<file path="config.mk">
export PLATFORM = sky130hd
export DESIGN_NAME = pwcd_decoder
export DESIGN_NICKNAME = d
export VERILOG_FILES = /design/src/pwcd_pkg.sv /design/src/pwcd_capture.sv /design/src/pwcd_decoder.sv
export SDC_FILE = /design/constraint.sdc
export NUM_CORES = 1
export LEC_CHECK = 0
export BUFFER_PORTS_ARGS = -buffer_cell sky130_fd_sc_hd__buf_2
export CAP_MARGIN = 20
export CORE_ASPECT_RATIO = 1.75
export CORE_MARGIN = 2
export CORE_UTILIZATION = 40
export DETAILED_ROUTE_END_ITERATION = 8
export SYNTH_ARGS = -nofsm -noshare
export SYNTH_HDL_FRONTEND = slang
export SYNTH_SLANG_ARGS = --single-unit
</file>
<file path="constraint.sdc">
create_clock -name CLK -period 11.6 [get_ports CLK]
set_input_delay 1.16 -clock CLK [delete_from_list [all_inputs] [get_ports CLK]]
set_output_delay 1.16 -clock CLK [all_outputs]
set_load 0.03 [all_outputs]
</file>
<file path="src/pwcd_pkg.sv">
// Purpose: Shared constants and types of the PWM command decoder
// Assumes: 20 MHz system clock, 1 MHz measurement tick
// Notes: Duty is a binary fraction, 1024 counts meaning 100 percent
package pwcd_pkg;

    ////////////////////////////////////////////////////////////////////////////
    // Timing
    localparam int PWCD_CLK_HZ = 20_000_000;
    localparam int PWCD_TICK_HZ = 1_000_000;
    localparam int PWCD_TICK_DIV = PWCD_CLK_HZ / PWCD_TICK_HZ;
    localparam int PWCD_DIV_W = $clog2(PWCD_TICK_DIV);
    localparam int PWCD_MIN_CMD_HZ = 10;
    localparam int PWCD_MAX_CMD_HZ = 1000;
    // Longest period in ticks must fit the counter without wrapping
    localparam int PWCD_MAX_PERIOD_TICKS = PWCD_TICK_HZ / PWCD_MIN_CMD_HZ;
    localparam int PWCD_CNT_W = $clog2(PWCD_MAX_PERIOD_TICKS + 1);

    ////////////////////////////////////////////////////////////////////////////
    // Duty scaling and datapath widths
    localparam int PWCD_DUTY_FRAC_W = 10;
    localparam int PWCD_DUTY_W = PWCD_DUTY_FRAC_W + 1;
    localparam logic [10:0] PWCD_DUTY_FULL = 11'h400;
    localparam int PWCD_OUT_W = 16;
    localparam int PWCD_NUM_W = 28;
    localparam int PWCD_IT_W = 5;
    localparam logic [15:0] PWCD_OUT_RST = 16'h0000;

    ////////////////////////////////////////////////////////////////////////////
    // Classified command state
    typedef enum logic [2:0] {
        PWCD_CLS_INVALID = 3'b001,
        PWCD_CLS_STANDBY = 3'b010,
        PWCD_CLS_RUN = 3'b100
    } pwcd_cls_t;

    // Evaluation sequencer
    typedef enum logic [3:0] {
        PWCD_P_IDLE = 4'b0001,
        PWCD_P_DDIV = 4'b0010,
        PWCD_P_CLS = 4'b0100,
        PWCD_P_LDIV = 4'b1000
    } pwcd_proc_t;

endpackage : pwcd_pkg
</file>
<file path="src/pwcd_capture.sv">
// Purpose: Edge capture of the PWM command line on a 1 MHz tick
// Assumes: Command line is asynchronous to CLK
// Notes: One period result per rising edge once armed
`timescale 1ns/1ps
`default_nettype none
module pwcd_capture import pwcd_pkg::*; #(
    parameter int CNT_W = PWCD_CNT_W
) (
    input wire logic clk,
    input wire logic rst,
    input wire logic pwm_in,
    output logic meas_valid,
    output logic [CNT_W-1:0] period,
    output logic [CNT_W-1:0] high_time,
    output logic overflow
);

    logic sync1_q, sync2_q, prev_q;
    logic [PWCD_DIV_W-1:0] div_q;
    logic [CNT_W-1:0] cnt_q, high_q;
    logic sense_rise_q, armed_q;

    ////////////////////////////////////////////////////////////////////////////
    // Synchroniser; only sync2 and later are looked at
    always_ff @(posedge clk or posedge rst) begin
        if (rst) begin
            sync1_q <= 1'b0;
            sync2_q <= 1'b0;
            prev_q <= 1'b0;
        end else begin
            sync1_q <= pwm_in;
            sync2_q <= sync1_q;
            prev_q <= sync2_q;
        end
    end

    wire rise = sync2_q & ~prev_q;
    wire fall = ~sync2_q & prev_q;
    wire tick = (div_q == PWCD_DIV_W'(PWCD_TICK_DIV - 1));
    wire cap_rise = sense_rise_q & rise;
    wire cap_fall = ~sense_rise_q & fall;
    // A wrap would alias a slow period onto a short one
    wire ovf = tick & (&cnt_q);

    ////////////////////////////////////////////////////////////////////////////
    // Tick divider and period counter
    always_ff @(posedge clk or posedge rst) begin
        if (rst) begin
            div_q <= '0;
        end else if (tick) begin
            div_q <= '0;
        end else begin
            div_q <= div_q + 1'b1;
        end
    end

    always_ff @(posedge clk or posedge rst) begin
        if (rst) begin
            cnt_q <= '0;
        end else if (ovf || cap_rise) begin
            cnt_q <= '0;
        end else if (tick) begin
            cnt_q <= cnt_q + 1'b1;
        end
    end

    ////////////////////////////////////////////////////////////////////////////
    // Edge sensitivity alternates after every captured event unless an overflow forces it back to rising
    always_ff @(posedge clk or posedge rst) begin
        if (rst) begin
            sense_rise_q <= 1'b1;
            armed_q <= 1'b0;
            high_q <= '0;
        end else begin
            if (ovf) begin
                sense_rise_q <= 1'b1;
                armed_q <= 1'b0;
            end else if (cap_rise) begin
                sense_rise_q <= 1'b0;
                armed_q <= 1'b1;
            end else if (cap_fall) begin
                sense_rise_q <= 1'b1;
            end
            if (cap_fall) begin
                high_q <= cnt_q;
            end
        end
    end

    always_ff @(posedge clk or posedge rst) begin
        if (rst) begin
            meas_valid <= 1'b0;
            overflow <= 1'b0;
            period <= '0;
            high_time <= '0;
        end else begin
            meas_valid <= cap_rise & armed_q & ~ovf;
            overflow <= ovf;
            if (cap_rise) begin
                period <= cnt_q;
                high_time <= high_q;
            end
        end
    end

endmodule : pwcd_capture
`default_nettype wire

</file>
<file path="src/pwcd_decoder.sv">
// Purpose: Turn a PWM command line into a classified speed demand
// Assumes: 20 MHz CLK, thresholds in duty counts of 1/1024
// Notes: One evaluation per completed period, up to about 60 cycles long
//
// Summary of operation
// - Periods from 10 Hz to 1 kHz and faster are measured correctly.
// - A low-duty hysteresis band stops on/off toggling at minimum duty.
// - Duty outside the valid range may be invalid with substitute output.
// - Duty below the invalid threshold drives the invalid output value.
// - Duty below lower hysteresis, not invalid, gives the stand-by output.
// - Stand-by holds while duty rises up to the upper hysteresis.
// - Run is entered only when duty exceeds the upper hysteresis.
// - Run output interpolates linearly from minimum to maximum output.
// - Duty above the top linear level saturates at maximum output.
// - Falling in run holds minimum output until lower hysteresis.
// - Period and duty come from edges, sensitivity alternating each time.
// - A 1 MHz counter overflow is a fault that clears the measurement.
`timescale 1ns/1ps
`default_nettype none
module pwcd_decoder import pwcd_pkg::*; #(
    parameter int CNT_W = PWCD_CNT_W,
    parameter int OUT_W = PWCD_OUT_W
) (
    input wire logic CLK,
    input wire logic RST,
    input wire logic PWM_IN,
    input wire logic [PWCD_DUTY_W-1:0] INVALID_DUTY_THRESHOLD,
    input wire logic [OUT_W-1:0] INVALID_INPUT_OUTPUT_VALUE,
    input wire logic [OUT_W-1:0] LOW_STATE_OUTPUT_VALUE,
    input wire logic [PWCD_DUTY_W-1:0] HYSTERESIS_LOWER_THRESHOLD,
    input wire logic [PWCD_DUTY_W-1:0] HYSTERESIS_UPPER_THRESHOLD,
    input wire logic [OUT_W-1:0] LINEAR_OUTPUT_MINIMUM,
    input wire logic [OUT_W-1:0] LINEAR_OUTPUT_MAXIMUM,
    input wire logic [PWCD_DUTY_W-1:0] LINEAR_DUTY_TOP_LEVEL,
    input wire logic OVER_RANGE_ENABLE,
    input wire logic [PWCD_DUTY_W-1:0] OVER_RANGE_THRESHOLD,
    output logic [OUT_W-1:0] SPEED_DEMAND,
    output logic STATE_INVALID,
    output logic STATE_STANDBY,
    output logic STATE_RUN,
    output logic [PWCD_DUTY_W-1:0] MEASURED_DUTY,
    output logic [CNT_W-1:0] MEASURED_PERIOD,
    output logic UPDATE_DONE,
    output logic MEAS_FAULT
);

    localparam int REM_W = CNT_W + 1;

    ////////////////////////////////////////////////////////////////////////////
    // Helpers
    function automatic logic [PWCD_NUM_W-1:0] clamp_u(
        input logic [PWCD_NUM_W-1:0] v,
        input logic [PWCD_NUM_W-1:0] lim
    );
        clamp_u = (v > lim) ? lim : v;
    endfunction : clamp_u

    ////////////////////////////////////////////////////////////////////////////
    // Edge capture
    logic cap_valid, cap_ovf;
    logic [CNT_W-1:0] cap_period, cap_high;

    pwcd_capture #(
        .CNT_W(CNT_W)
    ) u_capture (
        .clk(CLK),
        .rst(RST),
        .pwm_in(PWM_IN),
        .meas_valid(cap_valid),
        .period(cap_period),
        .high_time(cap_high),
        .overflow(cap_ovf)
    );

    ////////////////////////////////////////////////////////////////////////////
    // State
    pwcd_proc_t proc_q;
    pwcd_cls_t cls_q;
    logic [PWCD_DUTY_W-1:0] duty_q;
    logic [CNT_W-1:0] period_q;
    logic [OUT_W-1:0] out_q;
    logic done_q, fault_q;

    logic [PWCD_DUTY_W-1:0] cfg_inv_thr_q, cfg_off_q, cfg_on_q, cfg_top_q;
    logic [PWCD_DUTY_W-1:0] cfg_ovr_thr_q;
    logic cfg_ovr_en_q;
    logic [OUT_W-1:0] cfg_inv_val_q, cfg_low_val_q, cfg_omin_q, cfg_omax_q;

    logic [PWCD_NUM_W-1:0] num_q, quo_q;
    logic [REM_W-1:0] rem_q;
    logic [CNT_W-1:0] den_q;
    logic [PWCD_IT_W-1:0] it_q;

    ////////////////////////////////////////////////////////////////////////////
    // Restoring divider, one quotient bit per cycle
    wire [REM_W-1:0] rem_sh = {rem_q[REM_W-2:0], num_q[PWCD_NUM_W-1]};
    wire div_ge = (rem_sh >= {1'b0, den_q});
    wire [REM_W-1:0] rem_nx = div_ge ? (rem_sh - {1'b0, den_q}) : rem_sh;
    wire [PWCD_NUM_W-1:0] quo_nx = {quo_q[PWCD_NUM_W-2:0], div_ge};
    wire div_last = (it_q == PWCD_IT_W'(PWCD_NUM_W - 1));

    // Duty scaled to 1/1024; a zero-tick period gives all ones, hence the clamp
    wire [PWCD_NUM_W-1:0] duty_num =
        PWCD_NUM_W'({cap_high, {PWCD_DUTY_FRAC_W{1'b0}}});
    wire [PWCD_NUM_W-1:0] duty_sat =
        clamp_u(quo_nx, PWCD_NUM_W'(PWCD_DUTY_FULL));

    ////////////////////////////////////////////////////////////////////////////
    // Classification of the latest duty
    wire below_inv = (duty_q < cfg_inv_thr_q);
    wire over_rng = cfg_ovr_en_q & (duty_q > cfg_ovr_thr_q);
    wire is_invalid = below_inv | over_rng;
    wire below_off = (duty_q < cfg_off_q);
    wire in_band = (duty_q <= cfg_on_q);
    wire at_top = (duty_q >= cfg_top_q);
    wire was_run = (cls_q == PWCD_CLS_RUN);

    pwcd_cls_t cls_new;
    logic [OUT_W-1:0] out_new;
    always_comb begin
        if (is_invalid) begin
            cls_new = PWCD_CLS_INVALID;
            out_new = cfg_inv_val_q;
        end else if (below_off) begin
            cls_new = PWCD_CLS_STANDBY;
            out_new = cfg_low_val_q;
        end else if (in_band && was_run) begin
            cls_new = PWCD_CLS_RUN;
            out_new = cfg_omin_q;
        end else if (in_band) begin
            cls_new = PWCD_CLS_STANDBY;
            out_new = cfg_low_val_q;
        end else begin
            cls_new = PWCD_CLS_RUN;
            out_new = cfg_omax_q;
        end
    end

    // Only the open part of the run region needs the second division
    wire need_lin = ~is_invalid & ~below_off & ~in_band & ~at_top;

    // Inverted limits collapse the span rather than wrap it
    wire [OUT_W-1:0] span =
        (cfg_omax_q >= cfg_omin_q) ? (cfg_omax_q - cfg_omin_q) : '0;
    wire [PWCD_DUTY_W-1:0] duty_rel = duty_q - cfg_on_q;
    wire [PWCD_DUTY_W-1:0] lin_den = cfg_top_q - cfg_on_q;
    wire [PWCD_NUM_W-1:0] lin_num =
        PWCD_NUM_W'(duty_rel) * PWCD_NUM_W'(span);
    wire [PWCD_NUM_W-1:0] lin_q = clamp_u(quo_nx, PWCD_NUM_W'(span));
    wire [OUT_W-1:0] lin_out = cfg_omin_q + lin_q[OUT_W-1:0];

    wire take_meas = (proc_q == PWCD_P_IDLE) & cap_valid;
    wire take_fault = (proc_q == PWCD_P_IDLE) & cap_ovf & ~cap_valid;

    ////////////////////////////////////////////////////////////////////////////
    // Configuration snapshot per evaluation
    always_ff @(posedge CLK or posedge RST) begin
        if (RST) begin
            cfg_inv_thr_q <= '0;
            cfg_off_q <= '0;
            cfg_on_q <= '0;
            cfg_top_q <= '0;
            cfg_ovr_thr_q <= '0;
            cfg_ovr_en_q <= 1'b0;
            cfg_inv_val_q <= '0;
            cfg_low_val_q <= '0;
            cfg_omin_q <= '0;
            cfg_omax_q <= '0;
        end else if (take_meas || take_fault) begin
            cfg_inv_thr_q <= INVALID_DUTY_THRESHOLD;
            cfg_off_q <= HYSTERESIS_LOWER_THRESHOLD;
            cfg_on_q <= HYSTERESIS_UPPER_THRESHOLD;
            cfg_top_q <= LINEAR_DUTY_TOP_LEVEL;
            cfg_ovr_thr_q <= OVER_RANGE_THRESHOLD;
            cfg_ovr_en_q <= OVER_RANGE_ENABLE;
            cfg_inv_val_q <= INVALID_INPUT_OUTPUT_VALUE;
            cfg_low_val_q <= LOW_STATE_OUTPUT_VALUE;
            cfg_omin_q <= LINEAR_OUTPUT_MINIMUM;
            cfg_omax_q <= LINEAR_OUTPUT_MAXIMUM;
        end
    end

    ////////////////////////////////////////////////////////////////////////////
    // Divider registers
    always_ff @(posedge CLK or posedge RST) begin
        if (RST) begin
            num_q <= '0;
            quo_q <= '0;
            rem_q <= '0;
            den_q <= '0;
            it_q <= '0;
        end else if (take_meas) begin
            num_q <= duty_num;
            den_q <= cap_period;
            quo_q <= '0;
            rem_q <= '0;
            it_q <= '0;
        end else if (proc_q == PWCD_P_CLS) begin
            num_q <= lin_num;
            den_q <= CNT_W'(lin_den);
            quo_q <= '0;
            rem_q <= '0;
            it_q <= '0;
        end else if (proc_q == PWCD_P_DDIV || proc_q == PWCD_P_LDIV) begin
            num_q <= {num_q[PWCD_NUM_W-2:0], 1'b0};
            quo_q <= quo_nx;
            rem_q <= rem_nx;
            it_q <= it_q + 1'b1;
        end
    end

    ////////////////////////////////////////////////////////////////////////////
    // Evaluation sequencer; nothing but an overflow fault changes between measurements
    always_ff @(posedge CLK or posedge RST) begin
        if (RST) begin
            proc_q <= PWCD_P_IDLE;
        end else begin
            case (proc_q)
                PWCD_P_IDLE: begin
                    if (take_meas) begin
                        proc_q <= PWCD_P_DDIV;
                    end else if (take_fault) begin
                        proc_q <= PWCD_P_CLS;
                    end
                end
                PWCD_P_DDIV: begin
                    if (div_last) begin
                        proc_q <= PWCD_P_CLS;
                    end
                end
                PWCD_P_CLS: begin
                    proc_q <= need_lin ? PWCD_P_LDIV : PWCD_P_IDLE;
                end
                PWCD_P_LDIV: begin
                    if (div_last) begin
                        proc_q <= PWCD_P_IDLE;
                    end
                end
                default: begin
                    proc_q <= PWCD_P_IDLE;
                end
            endcase
        end
    end

    ////////////////////////////////////////////////////////////////////////////
    // Measurement results
    always_ff @(posedge CLK or posedge RST) begin
        if (RST) begin
            duty_q <= '0;
            period_q <= '0;
            fault_q <= 1'b0;
        end else begin
            fault_q <= take_fault;
            if (take_fault) begin
                duty_q <= '0;
                period_q <= '0;
            end else if (take_meas) begin
                period_q <= cap_period;
            end else if (proc_q == PWCD_P_DDIV && div_last) begin
                duty_q <= duty_sat[PWCD_DUTY_W-1:0];
            end
        end
    end

    ////////////////////////////////////////////////////////////////////////////
    // Classified state written in the classify step, demand only at the end of an evaluation
    wire fin_cls = (proc_q == PWCD_P_CLS) & ~need_lin;
    wire fin_lin = (proc_q == PWCD_P_LDIV) & div_last;

    always_ff @(posedge CLK or posedge RST) begin
        if (RST) begin
            cls_q <= PWCD_CLS_INVALID;
            out_q <= PWCD_OUT_RST[OUT_W-1:0];
            done_q <= 1'b0;
        end else begin
            done_q <= fin_cls | fin_lin;
            if (proc_q == PWCD_P_CLS) begin
                cls_q <= cls_new;
            end
            if (fin_cls) begin
                out_q <= out_new;
            end else if (fin_lin) begin
                out_q <= lin_out;
            end
        end
    end

    ////////////////////////////////////////////////////////////////////////////
    // Outputs
    assign SPEED_DEMAND = out_q;
    assign STATE_INVALID = cls_q[0];
    assign STATE_STANDBY = cls_q[1];
    assign STATE_RUN = cls_q[2];
    assign MEASURED_DUTY = duty_q;
    assign MEASURED_PERIOD = period_q;
    assign UPDATE_DONE = done_q;
    assign MEAS_FAULT = fault_q;

endmodule : pwcd_decoder
`default_nettype wire

</file>
==> flow_summary.ini, run 1 <==
[status]
status = finished clean

[sta]
hold_violations = 0
min_period_over_period = 0.751
worst_clock_skew_ps = 17.0
worstMarginPinSlew_ps = 1150
finalSetupViolCount = 0
fin_setup_tns_ps = 0
rsz0062_at_grt = no
slew-limit-headroom = 0.229
fmax_mhz = 115
post-route-min-period_ps = 8710
maxSlewViolCount = 0

[cts]
cts-hold-fix-buffers = 0
cts_setup_buffers = 0
cts_sinks = 347
clockBufferDepth = 3
clkLatencyLatePin_ps = 560
clk_pin_slew_ps = 60
ctsResizeCount = 0
cts_tree = yes
clockRootBuffer = clkbuf_16
cts-htree-levels = 2
cts_made_buffers = 36

[global_routing]
grt_pass1_wl_um = 111000
gr-total-overflow = 0
antenna_found_initial = 0
grt_usage = 0.225
grt_max_degree = 164
grt_pass1_vias = 20400

[finish]
layout-drive-gt1-share = 0.152
antenna_cells = 0
num-nets-final = 3191
fillers = 5845
syn_to_final_growth_pct = 12.1

[worst_setup_path]
crit_path_frequent_cell = fa_1
path_class = reg2reg
crit_required_ps = 12090
cp.arrival_ps = 9200
path_max_fanout = 10
worst_setup_path_end_kind = flop
slowest_delay_ps = 550
path_delay_family = adder cells
crit_buf_inv = 4
cp_slowest_cell = fa_1
startpoint_type = flop

[synthesis]
yosysUniqueCellTypes = 83
yosysWarnings = 0
ys_seq_elements = 347
avgSynthCellArea_um2 = 9.37
async_reset_ff_frac = 1.00
syn_area_mm2 = 0.0244
synthCells = 2601
synth_flop_cell = dfrtp_1
syn-num-nets = 3050
synth_edf_count = 0
yosysSeqAreaShare = 0.357

[route]
drt_iter0_drc = 999
wl_met3_um = 2640
met1_length_um = 26100
drc = 0
dr.pass1.iters = 5
met2RoutedLength_um = 36700
postRouteAntennaNets = 0
top_layer_used = met4
routed_wl_um = 69700
vias_per_cell = 5.44
num_vias = 19300
routedWlPerCell_um = 19.6

[worst_hold_path]
holdCritPathClass = reg2reg

[floorplan]
pin_count = 172
core-area_mm2 = 0.0602
start_util = 0.405
num_rows = 119
dieArea_mm2 = 0.0630
dieWidth_um = 191
die_h_um = 331

[placed_design]
port_buffers = 171
gp_congestion = 0.914
place_hpwl_um = 54100

[job]
drv_cap = 0
-- synthesized netlist by cell type (16+ instances only) --
library cell	count	share of area
a211oi_1	23	0.0071
a21o_1	23	0.0071
a21oi_1	119	0.024
a22o_1	25	0.0090
a22oi_1	17	0.0052
and2_1	16	0.0041
and3_1	21	0.0054
clkbuf_1	86	0.013
dfrtp_1	344	0.35
fa_1	130	0.11
ha_1	196	0.10
inv_1	283	0.044
mux2_2	137	0.063
mux2i_1	23	0.0094
nand2_1	384	0.059
nand2b_1	19	0.0049
nand3_1	24	0.0049
nand4_1	18	0.0046
nor2_1	208	0.032
nor2b_1	22	0.0056
nor3_1	33	0.0068
o21a_1	16	0.0049
o21ai_0	155	0.032
o22ai_1	28	0.0072
xnor2_1	53	0.019
xor2_1	29	0.010
-- cells in the final DEF (no fill, tap or decap), types with 29 or more instances in the layout --
cell type	instances
inv_1	282
ha_1	196
fa_1	130
xnor2_1	53
a21oi_1	119
clkbuf_16	36
nand2_1	384
o21ai_0	154
xor2_1	29
nor2_1	205
nor3_1	33
buf_2	171
mux2_2	137
dfrtp_1	344
-- worst paths after layout --
check | end | slack (ps) | start | depth (start not counted)
worst min register to register | u_capture.sync2_q | 360 | u_capture.sync1_q | 0
worst max-delay path | num_q[26] | 2890 | MEASURED_DUTY[0] | 29
worst min-delay path | u_capture.sync2_q | 360 | u_capture.sync1_q | 0
max in group asynchronous | SPEED_DEMAND[15] | 8560 | RST | 4
worst max register to register | num_q[26] | 2890 | MEASURED_DUTY[0] | 29
min in group asynchronous | u_capture.sync1_q | 740 | RST | 2
-- worst register-to-register path: cells and delay by family (launching register included) --
family          cells  cell delay (ps)
flops               1              390
xor+xnor            1              490
fa+ha+maj           8             3520
simple gates        4             1270
buf+inv             4              320
compound gates     12             2650
-- layer usage --
metal  vias up  track usage
met4         0        0.125
met1      9606        0.253
met3       175       0.0216
met5         -            0
li1       9059            -
met2       503        0.413
-- state kept, by name (all words and copies together) (netlist names), 16 cells and up --
signal,flops
u_capture.high_q,17
cfg_inv_val_q,16
den_q,17
cfg_low_val_q,16
rem_q,17
cfg_omin_q,16
cfg_omax_q,16
num_q,28
u_capture.high_time,17
quo_q,27
u_capture.cnt_q,17
u_capture.period,17
MEASURED_PERIOD,17
SPEED_DEMAND,16
-- cells by family after synthesis --
family / Yosys count / synth area share
xor gates and xnor gates: 83 / 0.0301
adders and majority gates: 326 / 0.207
AOI/OAI and AO/OA: 505 / 0.131
muxes: 160 / 0.0728
DFF: 347 / 0.357
and+or+nand+nor: 794 / 0.142
buffers and inverters: 386 / 0.0599
-- through the flow --
step	instance area (um2)	hold slack (ps)	cells	util	worst slack [ps]
6_report	27300	359	3553	0.454	2890
3_5_place_dp	26100	350	3490	0.434	2940
4_1_cts	27300	364	3553	0.454	2900
5_1_grt	27300	365	3553	0.454	2300
2_1_floorplan	24400	331	2601	-	823
3_3_place_gp	26100	351	3489	0.434	3130
-- final cells by class --
cell class	count	area, um2	share of cell area
Sequential cell	347	8690	0.318
Clock buffer	48	1020	0.0372
Multi-Input combinational cell	1868	14300	0.522
Tap cell	786	983	0.0360
Timing Repair Buffer	200	1090	0.0398
Inverter	289	1090	0.0400
Clock inverter	15	190	0.00696
Power of run 1 is left out: the tool's default activity adds up to more than one toggle a clock period on the data nets, which glitch-free logic cannot reach.
==> run 2, diff against run 1 <==
==> constraint.sdc (replaced) <==
create_clock -name CLK -period 8.4 [get_ports CLK]
set_input_delay 0.84 -clock CLK [delete_from_list [all_inputs] [get_ports CLK]]
set_output_delay 0.84 -clock CLK [all_outputs]
set_load 0.03 [all_outputs]
==> flow_summary.ini, run 2 (synthesized netlist as in run 1, its figures left out) <==
[floorplan]
dieWidth_um = 191
num_rows = 119
die_h_um = 331
start_util = 0.405
pin_count = 172
core-area_mm2 = 0.0602
dieArea_mm2 = 0.0630

[finish]
final_common_cell = nand2_1
fillers = 5813
syn_to_final_growth_pct = 14.2
antenna_cells = 0
top_register = num_q
num-nets-final = 3228
layout-drive-gt1-share = 0.170
multiInputGateArea_mm2 = 0.0143
mostFrequentLayoutCells = 384 x nand2_1, 344 x dfrtp_1, 280 x inv_1, 205 x nor2_1, 196 x ha_1
largest_reg_flops = 28
design_area_mm2 = 0.0278
ff_latch_area_mm2 = 0.00869
reg_top3 = num_q x28, quo_q x27

[cts]
cts_tree = yes
clk_pin_slew_ps = 70
clockRootBuffer = clkbuf_16
clockBufferDepth = 3
clkLatencyLatePin_ps = 580
cts_sinks = 347
cts_made_buffers = 38
cts-htree-levels = 2
cts-hold-fix-buffers = 0

[worst_setup_path]
cp.arrival_ps = 8380
path_max_fanout = 18
crit_required_ps = 8850
cp_slowest_cell = fa_1
crit_path_frequent_cell = inv_1
worst_setup_path_end_kind = flop
path_class = reg2reg
startpoint_type = flop
rrSetupSlack_ps = 460
slowest_delay_ps = 550

[placed_design]
place_hpwl_um = 55700
gp_congestion = 0.939
pre_cts_slack_ps = 99.5
port_buffers = 171
placed_area_mm2 = 0.0263

[global_routing]
grt_pass1_wl_um = 113000
grt_max_degree = 172
grt_pass1_vias = 20700
grt_usage = 0.230
gr-total-overflow = 0
antenna_found_initial = 0

[route]
routedWlPerCell_um = 19.8
postRouteAntennaNets = 0
drc = 0
drt_iter0_drc = 858
vias_per_cell = 5.43
dr.pass1.iters = 5
routed_wl_um = 71000
num_vias = 19500

[sta]
worst_clock_skew_ps = 16.2
hold_violations = 0
min_period_over_period = 0.945
fin_setup_tns_ps = 0
rsz0062_at_grt = yes
maxSlewViolCount = 0
slew-limit-headroom = 0.230
setup_slack_ps = 464
finalSetupViolCount = 0
fmax_mhz = 126
worstMarginPinSlew_ps = 1150
post-route-min-period_ps = 7940
timing.hold.ws_ps = 356

[worst_hold_path]
holdCritPathClass = reg2reg

[job]
drv_cap = 0

[status]
status = finished clean
==> run 2: per-layer routing <==
layer  track usage  part of all wire  vias up
li1              -                 -     9128
met1         0.245              0.36     9716
met2         0.436              0.54      512
met3        0.0312             0.042      168
met4         0.117             0.055        0
met5             0                 0        -
==> run 2: final cells by class <==
cell class	instances	area share
Tap cell	786	0.0353
Sequential cell	347	0.312
Multi-Input combinational cell	1868	0.514
Clock buffer	50	0.0394
Timing Repair Buffer	235	0.0496
Clock inverter	18	0.0100
Inverter	289	0.0394
==> run 2: path summary, 6_finish.rpt <==
| kind | startpoint | cells after the start | end |
|---|---|---|---|
| max in group asynchronous | RST | 4 | rem_q[10] |
| setup / recovery | cfg_omax_q[0] | 34 | num_q[25] |
| hold reg to reg | u_capture.sync1_q | 0 | u_capture.sync2_q |
| hold / removal | u_capture.sync1_q | 0 | u_capture.sync2_q |
| min in group asynchronous | RST | 3 | cfg_omax_q[3] |
| setup reg to reg | cfg_omax_q[0] | 34 | num_q[25] |
==> run 2: timing repair <==
action,CTS,global route
setup endpoints to repair,0,7
buffers inserted,0,9
resized for setup,0,18
==> run 2: critical path, delay by kind of cell, from the launching register on <==
kind                     cells  cell delay, ps
AO/OA/AOI/OAI               11            1840
AND/OR/NAND/NOR              5            1170
flip-flops                   1             370
adder cells (fa/ha/maj)      8            3530
buffers and inverters        9             740
XOR/XNOR                     1             160
==> run 2: metrics by stage <==
stage / utilization / std cells
global route: 0.463 / 3593
floorplan: - / 2601
finish: 0.463 / 3593
detailed placement: 0.438 / 3516
CTS: 0.461 / 3584
global placement: 0.437 / 3515
Power of run 2 is left out for the same reason.
